<file path="src/hw/drive_error_pkg.sv">
// Constants and carriers for the drive error flag bank, low byte
package drive_error_pkg;

  // Register select codes on the control bus
  localparam logic [4:0] REG_CONTROL      = 5'h00;
  localparam logic [4:0] REG_ERROR_ONE    = 5'h01;
  localparam logic [4:0] REG_MAINT        = 5'h03;
  localparam logic [4:0] REG_SUMMARY      = 5'h04;
  localparam logic [4:0] REG_SECTOR_TRACK = 5'h05;
  localparam logic [4:0] REG_OFFSET       = 5'h09;
  localparam logic [4:0] REG_CYLINDER     = 5'h0A;

  // One bit per select code that names an existing drive register
  localparam logic [31:0] REG_EXIST_MASK = 32'h0000_FFFF;

  // One bit per implemented function code (control bits 5:1)
  localparam logic [31:0] FUNC_IMPL_MASK = 32'h0FFF_FFFF;
  localparam int FUNC_LSB = 1;
  localparam int FUNC_MSB = 5;

  // Error flag positions in the low byte
  localparam int CMP_ERR_BIT  = 7;
  localparam int ECC_BIT      = 6;
  localparam int WCLK_BIT     = 5;
  localparam int FMT_BIT      = 4;
  localparam int BUS_CHK_BIT  = 3;
  localparam int REFUSED_BIT  = 2;
  localparam int BAD_SEL_BIT  = 1;
  localparam int BAD_FUNC_BIT = 0;
  // Header CRC flag sits at bit 8 of the register
  localparam int CRC_ERR_BIT  = 8;
  // Format flag position in the offset register
  localparam int OFFSET_FORMAT_BIT = 12;

  localparam logic [7:0]  FLAGS_RESET   = 8'h00;
  localparam logic [7:0]  BUS_CHK_MASK  = 8'h08;
  localparam logic [15:0] RDATA_RESET   = 16'h0000;

  // Control bus as seen at the drive pins
  typedef struct packed {
    logic        strobe;
    logic        write;
    logic [4:0]  sel;
    logic [15:0] data;
    logic        parity;
  } ctl_bus_s;

  // Operation status from the drive sequencer
  typedef struct packed {
    logic busy;
    logic write_cmd;
    logic read_hdr_data;
  } op_s;

  // Result of one header comparison
  typedef struct packed {
    logic valid;
    logic addr_match;
    logic crc_bad;
    logic format_flag;
  } header_s;

  // Accepted write passed on to the other drive registers
  typedef struct packed {
    logic        strobe;
    logic [4:0]  sel;
    logic [15:0] data;
  } reg_write_s;

  // Whole state of the flag bank
  typedef struct packed {
    ctl_bus_s    s1;
    ctl_bus_s    s2;
    ctl_bus_s    s3;
    logic [7:0]  flags;
    logic        crc_err;
    logic        hdr_seen;
    logic        xfer_en;
    logic        abort;
    logic        alert;
    logic [15:0] rdata;
    reg_write_s  wr;
  } state_s;

endpackage

</file>
<file path="src/hw/drive_error_flags_low.sv">
// Drive error register low byte: flag set, clear and write gating
`timescale 1ns/1ps

////////////////////////////////////////////////////////////////////////////
// Summary of operation
// - On sector match, header address mismatch sets the header compare flag.
// - Address match with header CRC error clears compare flag, sets CRC flag.
// - Compare flag set on ordinary read/write blocks the data transfer.
// - Read-header-and-data still transfers the sector, flags kept.
// - Ordinary read/write transfer proceeds only when both header flags are clear.
// - Uncorrectable ECC conclusion sets the ECC flag.
// - Missing write clock during write sets its flag and aborts.
// - Header format flag unequal to offset bit 12 sets format flag.
// - Format mismatch on a write command aborts at once.
// - Control bus even parity on a write, or data bus parity error, sets parity flag.
// - Parity flag clears on drive clear, initialize or zero write.
// - Other flags clear on init, drive clear, controller clear, zero write.
// - Write during operation to a writable register but maintenance or attention summary is refused.
// - Idle: listed registers writable; the rest are read-only.
// - During operation maintenance and attention summary stay writable.
// - A refused write never aborts the running command.
// - Nonexistent register select sets the illegal register flag.
// - Writes to read-only registers are dropped without any flag.
// - Unimplemented function code loaded into control sets illegal function.
// - Any error flag set raises the attention line.
module drive_error_flags_low
  import drive_error_pkg::*;
(
  input  wire logic       i_clk,
  input  wire logic       i_resetn,
  input  wire ctl_bus_s   i_ctl_bus,
  input  wire op_s        i_op,
  input  wire header_s    i_header,
  input  wire logic [15:0] i_offset_reg,
  input  wire logic       i_ecc_hard,
  input  wire logic       i_write_clock_missing,
  input  wire logic       i_data_bus_parity_error,
  input  wire logic       i_bus_init,
  input  wire logic       i_drive_clear,
  input  wire logic       i_ctrl_clear,
  input  wire logic [7:0] i_err_high,
  output logic [7:0]      o_flags,
  output logic            o_header_crc_error,
  output logic            o_xfer_enable,
  output logic            o_abort,
  output logic            o_attention_line,
  output logic [15:0]     o_rdata,
  output reg_write_s      o_reg_write
);

  ////////////////////////////////////////////////////////////////////////
  // Decode helpers

  function automatic logic reg_exists(input logic [4:0] sel);
    reg_exists = REG_EXIST_MASK[sel];
  endfunction

  function automatic logic reg_writable(input logic [4:0] sel);
    reg_writable = (sel == REG_CONTROL) || (sel == REG_ERROR_ONE) ||
                   (sel == REG_MAINT) || (sel == REG_SUMMARY) ||
                   (sel == REG_SECTOR_TRACK) || (sel == REG_OFFSET) ||
                   (sel == REG_CYLINDER);
  endfunction

  function automatic logic func_ok(input logic [15:0] data);
    func_ok = FUNC_IMPL_MASK[data[FUNC_MSB:FUNC_LSB]];
  endfunction

  ////////////////////////////////////////////////////////////////////////
  // Reset release through two flops, assert stays asynchronous

  logic [1:0] rst_q;
  logic       rst_n;

  always_ff @(posedge i_clk or negedge i_resetn) begin
    if (!i_resetn) begin
      rst_q <= 2'b00;
    end else begin
      rst_q <= {rst_q[0], 1'b1};
    end
  end

  assign rst_n = rst_q[1];

  ////////////////////////////////////////////////////////////////////////
  // Access decode on the synchronised bus (stage two and three only)

  state_s      st;
  state_s      next_st;
  logic        acc;
  logic        wr_acc;
  logic [4:0]  sel;
  logic        exists;
  logic        allowed;
  logic        err_write;
  logic        hdr_ev;
  logic        crc_swap;
  logic        clr_all;
  logic        clr_chk;
  logic [7:0]  set_v;

  assign acc     = st.s2.strobe && !st.s3.strobe;
  assign wr_acc  = acc && st.s2.write;
  assign sel     = st.s2.sel;
  assign exists  = reg_exists(sel);
  // Maintenance and summary writes bypass the busy gate
  assign allowed = !i_op.busy || (sel == REG_MAINT) ||
                   (sel == REG_SUMMARY);
  assign err_write = wr_acc && allowed && (sel == REG_ERROR_ONE);
  assign hdr_ev    = i_header.valid && i_op.busy;
  // Address good but CRC bad moves the blame to the CRC flag
  assign crc_swap  = hdr_ev && i_header.addr_match &&
                     i_header.crc_bad;
  // Controller clear leaves the parity flag alone
  assign clr_all = i_bus_init || i_drive_clear || i_ctrl_clear;
  assign clr_chk = i_bus_init || i_drive_clear;

  ////////////////////////////////////////////////////////////////////////
  // Flag set terms, one per event

  always_comb begin
    set_v               = FLAGS_RESET;
    set_v[CMP_ERR_BIT]  = hdr_ev && !i_header.addr_match;
    set_v[ECC_BIT]      = i_ecc_hard;
    set_v[WCLK_BIT]     = i_write_clock_missing && i_op.busy &&
                          i_op.write_cmd;
    set_v[FMT_BIT]      = hdr_ev && (i_header.format_flag !=
                          i_offset_reg[OFFSET_FORMAT_BIT]);
    set_v[BUS_CHK_BIT]  = i_data_bus_parity_error ||
                          (wr_acc && !(^{st.s2.data, st.s2.parity}));
    // Read-only targets stay silent even while busy
    set_v[REFUSED_BIT]  = wr_acc && exists && reg_writable(sel) &&
                          !allowed;
    set_v[BAD_SEL_BIT]  = acc && !exists;
    set_v[BAD_FUNC_BIT] = wr_acc && allowed && (sel == REG_CONTROL) &&
                          !func_ok(st.s2.data);
  end

  ////////////////////////////////////////////////////////////////////////
  // Next state; sets are OR-ed last so an event beats a same-cycle clear

  always_comb begin
    next_st = st;
    next_st.s1 = i_ctl_bus;
    next_st.s2 = st.s1;
    next_st.s3 = st.s2;
    next_st.wr.strobe = 1'b0;

    // Software write loads the byte; zeros clear the flags
    if (err_write) begin
      next_st.flags   = st.s2.data[7:0];
      next_st.crc_err = st.s2.data[CRC_ERR_BIT];
    end
    if (clr_all) begin
      next_st.flags   = next_st.flags &
                        (clr_chk ? FLAGS_RESET : BUS_CHK_MASK);
      next_st.crc_err = 1'b0;
    end
    if (crc_swap) begin
      next_st.flags[CMP_ERR_BIT] = 1'b0;
    end
    // Nothing else lowers a flag once raised
    next_st.flags   = next_st.flags | set_v;
    next_st.crc_err = next_st.crc_err | crc_swap;

    // Header result is remembered for the rest of the operation
    if (!i_op.busy) begin
      next_st.hdr_seen = 1'b0;
    end else if (hdr_ev) begin
      next_st.hdr_seen = 1'b1;
    end
    next_st.xfer_en = next_st.hdr_seen &&
                      (i_op.read_hdr_data ||
                       (!next_st.flags[CMP_ERR_BIT] &&
                        !next_st.crc_err));

    // Refused writes do not feed the abort term
    next_st.abort = set_v[WCLK_BIT] ||
                    (set_v[FMT_BIT] && i_op.write_cmd);

    next_st.alert = (|next_st.flags) || next_st.crc_err ||
                    (|i_err_high);

    // Accepted writes to the other registers are passed on
    if (wr_acc && exists && allowed && reg_writable(sel) &&
        (sel != REG_ERROR_ONE)) begin
      next_st.wr.strobe = 1'b1;
      next_st.wr.sel    = sel;
      next_st.wr.data   = st.s2.data;
    end

    // Read data holds until the next read
    if (acc && !st.s2.write) begin
      next_st.rdata = (sel == REG_ERROR_ONE) ?
                      {i_err_high[7:1], st.crc_err, st.flags} : RDATA_RESET;
    end
  end

  ////////////////////////////////////////////////////////////////////////
  // State register

  always_ff @(posedge i_clk or negedge rst_n) begin
    if (!rst_n) begin
      st <= '0;
    end else begin
      st <= next_st;
    end
  end

  assign o_flags            = st.flags;
  assign o_header_crc_error = st.crc_err;
  assign o_xfer_enable      = st.xfer_en;
  assign o_abort            = st.abort;
  assign o_attention_line   = st.alert;
  assign o_rdata            = st.rdata;
  assign o_reg_write        = st.wr;
endmodule

</file>
<file path="config.mk">
export PLATFORM = sky130hd
export DESIGN_NAME = drive_error_flags_low
export DESIGN_NICKNAME = d
export VERILOG_FILES = /design/src/hw/drive_error_pkg.sv /design/src/hw/drive_error_flags_low.sv
export SDC_FILE = /design/constraint.sdc
export NUM_CORES = 1
export LEC_CHECK = 0
export ABC_AREA = 1
export BUFFER_PORTS_ARGS = -buffer_cell sky130_fd_sc_hd__buf_4
export CORE_MARGIN = 3
export CORE_UTILIZATION = 53
export DETAILED_ROUTE_END_ITERATION = 10
export GPL_ROUTABILITY_DRIVEN = 0
export PLACE_DENSITY = 0.77
export SETUP_SLACK_MARGIN = 0.15
export SKIP_LAST_GASP = 1
export SLEW_MARGIN = 15
export SYNTH_ARGS = -nofsm -noshare
export SYNTH_HDL_FRONTEND = slang
export SYNTH_SLANG_ARGS = --single-unit
</file>
<file path="constraint.sdc">
create_clock -name i_clk -period 4.4 [get_ports i_clk]
set_clock_uncertainty 0.1 [all_clocks]
set_input_delay 1.32 -clock i_clk [delete_from_list [all_inputs] [get_ports i_clk]]
set_output_delay 1.32 -clock i_clk [all_outputs]
set_load 0.05 [all_outputs]
</file>
==> results.yml, run 1 <==
setup_path:
  worst_r2r_startpoint: "sel[3]$_DFF_PN0_"
  required_ns: 4.55
  critPathArrivalTime_ns: 2.65
  worstPathMaxFanout: 6
  cp_slowest_stage_delay_ns: 0.23
  startpoint: "i_drive_clear"
  cp_common_cell: "inv_1"
  cp_slowest_cell: "nor2_2"
  path_cells: "buf_4, nor2_1, inv_1, nor2_2, inv_1, a31oi_1, nand3_1, o21ai_0, inv_1, nand2_1, a21oi_1"
  worst_setup_path_start_kind: "primary input"
  regToRegSetupSlack_ns: 2.32
  setup.worst_path.class: "primary input to flip-flop"
  endpoint_kind: "flip-flop"
clock_network:
  insertion_delay_ns: 0.36
  clockRootBuffer: "clkbuf_8"
  ctsResizeCount: 0
  htreeDepth: 3
  cts-buffers-inserted: 9
  path_clk_slew_ns: 0.09
  cts_hold_buf: 0
  cts_sinks: 102
  postCtsSetupBuffers: 0
  cts_tree: "built"
  clockBufferDepth: 2
pwr:
  leakage_nw: 2.755
  peakVddDrop_mv: 0.2334
  p_per_area_nw_per_um2: 396.2
routing:
  dr.pass1.iters: 4
  wl_met1_mm: 3.369
  wl_met2_mm: 4.125
  wire_per_inst_um: 13.22
  maxUsedRoutingLayer: "met4"
  drt-total-wl_mm: 8.233
  routed_via_density: 4.915
  post-route-drc-count: 0
  ant_nets: 0
  drtIter0Drc: 120
  routed-via-count: 3062
  wl_met3_um: 559
yosys:
  synth.avg_cell_area_um2: 9.480
  async_reset_ff_share_pct: 100.0
  syn_inst: 461
  ys_seq_area_share_pct: 58.40
  synth-main-ff-cell: "dfrtp_1"
  syn-num-nets: 525
  ys_ff_latch: 102
  synth_edf_count: 0
  synth.distinct_cells: 32
  netlist_area_um2: 4370
  yosysWarnings: 0
final_layout:
  fin_util_pct: 64.09
  fill_cells: 642
  nets: 581
  layout_commonest_cell: "nand2_1"
  area_growth_pct: 15.09
  drive_gt1_share_pct: 26.87
  n_antenna_cell: 0
  most-common-layout-cells: "nand2_1 (144), dfrtp_1 (101), buf_4 (99)"
placed_design:
  dpl.hpwl_mm: 6.110
  io_buffers: 97
  pre_cts_ws_ns: 1.582
timing:
  setup_tns_ns: 0
  rsz0062_at_grt: "false"
  finalCritPeriodShare_pct: 56.82
  max_freq_mhz: 400.0
  worst_slack_ns: 1.900
  maxSlewViolCount: 0
  final_hold_viol_count: 0
  worst_pin_slew_ns: 0.7832
  setup_violations: 0
  relSlewSlack_pct: 47.78
  min_period_ns: 2.500
floorplan:
  die_area_um2: 9372
  die_w_um: 96.81
  initial_core_util_pct: 55.69
  die_y_um: 96.81
  ios: 113
  core.rowCount: 32
  fp.coreArea_um2: 7848
outcome:
  status: "completed"
global_routing:
  track_usage_pct: 19.09
  gr-total-overflow: 0
  grt_start_max_net_pins: 67
  antenna_found_initial: 0
  grt_pass1_vias: 3161
  grt_pass1_wl_mm: 14.42
flow_run:
  cap_violations: 0
worst_hold_path:
  hp-start: "next_st[97]$_DFF_PN0_"
  hp-class: "flip-flop to flip-flop"
-- path summary, 6_finish.rpt --
path,to,cells past startpoint
max,o_xfer_enable$_DFF_PN0_,11
min,next_st[73]$_DFF_PN0_,0
max reg2reg,o_reg_write[16]$_DFFE_PN0P_,9
min reg2reg,next_st[73]$_DFF_PN0_,0
max in group asynchronous,next_st[98]$_DFF_PN0_,1
min in group asynchronous,o_reg_write[5]$_DFFE_PN0P_,0
-- per-stage QoR --
step	hold WS (ns)	cells	total power, W	area (µm²)
after floorplan	0.2312	461	0.001366	4370
final	0.2371	623	0.001993	5030
after CTS	0.2450	623	0.002010	5030
after global placement	0.2326	608	0.001437	4841
after detailed placement	0.2347	608	0.001447	4841
after global routing	0.2542	623	0.002097	5030
-- area by class of cell --
cell class	instances	area (µm²)	share of cell area, %
clock buffer	11	141.4	2.811
clock inverter	4	47.55	0.9453
inverter	54	202.7	4.030
multi-input combinational	251	1211	24.08
sequential	102	2556	50.82
tap	102	127.6	2.537
timing repair buffer	99	743.2	14.78
-- power by group --
part	switching [W]	internal, W
registers	0.0000479	0.00100
logic	0.000254	0.000122
clock network	0.000293	0.000274
total	0.000596	0.00140
-- kinds of logic (layout without fill, tap and decap cells) --
| logic type | count (synthesis) | in the layout | share of synthesized area, % |
|---|---|---|---|
| compound gates | 39 | 39 | 5.669 |
| xor+xnor | 1 | 1 | 0.2004 |
| fa+ha+maj | 1 | 1 | 0.2862 |
| buf+inv | 108 | 168 | 13.89 |
| flops | 102 | 102 | 58.40 |
| other cells | 1 | 1 | 0.08580 |
| simple gates | 209 | 209 | 21.47 |
-- synth_stat cells (all sizes together), types with 2 or more instances --
cell type / count / area share (%)
clkbuf: 2 / 0.17
nand3: 26 / 3.8
inv: 54 / 4.6
o21ai: 24 / 3.3
dfrtp: 102 / 58
a21oi: 4 / 0.54
buf: 52 / 9.1
nor2: 20 / 2.3
nor4: 2 / 0.29
nand2: 147 / 13
nand4: 11 / 1.9
o31ai: 9 / 1.5
-- registers in the layout, summed over array words and instances, names as in the netlist --
signal and flops:
o_xfer_enable 1, st 2, o_header_crc_error 1, o_flags 8
rst_q 2, o_attention_line 1, o_abort 1, sel 5
o_rdata 16, o_reg_write 22, next_st 43
-- routing by layer --
layer | track usage [%] | vias to the layer above
li1 | - | 1513
met4 | 8.315 | 0
met2 | 31.53 | 101
met5 | 0 | -
met1 | 23.04 | 1429
met3 | 5.984 | 19
-- worst max-delay path, delay by kind of cell --
kind,cells,cell delay [ns]
buffers and inverters,4,0.39
AO/OA/AOI/OAI,3,0.37
AND/OR/NAND/NOR,4,0.57
(Power assumes the default switching activity.)
==> run 2, diff against run 1 <==
clock period = 2.6 ns   (was 4.4 ns; I/O delays follow)
==> run 2 against run 1 <==
  * Register-to-register slack got worse by 1.8 ns
  * Critical path depth down 1
  * Total power up 69%
  * Cell count rose by 0.48%
  * Via count shrank 0.78%
  * Die area is the same
  * Combinational power up 72%
  * Clock power is 68% higher
  * Count of clock-buffer cells in the layout did not move
==> results.yml, run 2 (synthesis gave the netlist of run 1 again) <==
floorplan:
  core.rowCount: 32
  die_area_um2: 9372
  die_w_um: 96.81
  fp.coreArea_um2: 7848
  die_y_um: 96.81
  ios: 113
  initial_core_util_pct: 55.69
routing:
  routed-via-count: 3038
  drtIter0Drc: 129
  dr.pass1.iters: 4
  drt-total-wl_mm: 8.377
  wire_per_inst_um: 13.38
  post-route-drc-count: 0
  ant_nets: 0
  routed_via_density: 4.853
final_layout:
  most-common-layout-cells: "nand2_1 (144), dfrtp_1 (101), buf_4 (100)"
  largest_reg_flops: 43
  n_antenna_cell: 0
  area_growth_pct: 15.77
  fin_util_pct: 64.48
  nets: 583
  fin_area_um2: 5060
  drive_gt1_share_pct: 27.10
  layout_commonest_cell: "nand2_1"
  fin_cells: 626
clock_network:
  cts_tree: "built"
  cts_sinks: 102
  ctsResizeCount: 0
  cts-buffers-inserted: 9
  clockBufferDepth: 2
  postCtsSetupBuffers: 0
  cts_hold_buf: 0
  path_clk_slew_ns: 0.09
  clockRootBuffer: "clkbuf_8"
  insertion_delay_ns: 0.36
  htreeDepth: 3
timing:
  min_period_ns: 2.055
  final_hold_viol_count: 0
  worst_slack_ns: 0.5455
  max_freq_mhz: 486.7
  rsz0062_at_grt: "false"
  maxSlewViolCount: 0
  finalCritPeriodShare_pct: 79.02
  setup_violations: 0
  worst_pin_slew_ns: 0.5884
  relSlewSlack_pct: 60.77
  setup_tns_ns: 0
placed_design:
  io_buffers: 97
  pre_cts_ws_ns: 0.4613
  dpl-instance-area_um2: 4868
  dp.cells: 610
  dpl.hpwl_mm: 6.294
global_routing:
  track_usage_pct: 18.41
  grt_start_max_net_pins: 56
  grt_pass1_vias: 2996
  grt_pass1_wl_mm: 13.96
  gr-total-overflow: 0
  antenna_found_initial: 0
setup_path:
  critPathArrivalTime_ns: 2.19
  endpoint_kind: "flip-flop"
  worstPathMaxFanout: 16
  regToRegSetupSlack_ns: 0.55
  worst_setup_path_start_kind: "flip-flop"
  required_ns: 2.73
  setup.worst_path.class: "flip-flop to flip-flop"
pwr:
  p_per_area_nw_per_um2: 666.2
  peakVddDrop_mv: 0.5862
  leakage_nw: 2.767
worst_hold_path:
  hp-class: "primary input to asynchronous set/reset pin"
flow_run:
  cap_violations: 0
outcome:
  status: "completed"
## run 2: cell types whose count changed in the layout (fill, tap and decap cells not counted), sizes merged
cell / delta
buf: +2
clkinv: +1
## run 2: worst paths after layout
path                                       startpoint                         end  depth (start not counted)
worst max register to register       sel[3]$_DFF_PN0_  o_attention_line$_DFF_PN0_                         10
worst min-delay path                         i_resetn          rst_q[1]$_DFF_PN0_                          1
worst max-delay path                 sel[3]$_DFF_PN0_  o_attention_line$_DFF_PN0_                         10
min in group i_clk              next_st[97]$_DFF_PN0_       next_st[73]$_DFF_PN0_                          0
max in group asynchronous          rst_q[1]$_DFF_PN0_            sel[0]$_DFF_PN0_                          1
worst min register to register     rst_q[1]$_DFF_PN0_     o_rdata[15]$_DFFE_PN0P_                          0
## run 2: per-layer routing
| metal | share of wire (%) | vias up | global-route usage, % |
|---|---|---|---|
| li1 | - | 1514 | - |
| met1 | 42 | 1428 | 22.92 |
| met2 | 51 | 84 | 31.10 |
| met3 | 5.6 | 12 | 4.975 |
| met4 | 1.3 | 0 | 6.263 |
| met5 | 0 | - | 0 |
## run 2: power breakdown
part           internal, W  leakage [nW]  switching [W]  total [W]
Sequential         0.00169          1.27      0.0000764    0.00177
Combinational     0.000210          1.40       0.000437   0.000647
Clock             0.000447        0.0935       0.000505   0.000953
## run 2: through the flow
| stage | total power, W | hold WS, ns |
|---|---|---|
| floorplan | 0.002311 | 0.2311 |
| global placement | 0.002436 | 0.2313 |
| detailed placement | 0.002455 | 0.2347 |
| CTS | 0.003404 | 0.07801 |
| global route | 0.003546 | 0.07384 |
| finish | 0.003371 | 0.09931 |
## run 2: critical path, stage by stage (launching register included)
cell and delay, ns:
dfrtp_1 0.44, nor2_2 0.21, nand2_2 0.13, nor2_8 0.25
nand4_1 0.18, nand3_1 0.13, o21ai_0 0.14, inv_1 0.08
nand2_1 0.07, nor2_1 0.11, nand3_1 0.08
## run 2: final cells by class
| type | instances | area, µm² |
|---|---|---|
| clock buffer | 11 | 131.4 |
| clock inverter | 5 | 60.06 |
| fill | 653 | 2788 |
| inverter | 54 | 202.7 |
| multi-input combinational | 251 | 1211 |
| sequential | 102 | 2556 |
| tap | 102 | 127.6 |
| timing repair buffer | 101 | 770.7 |
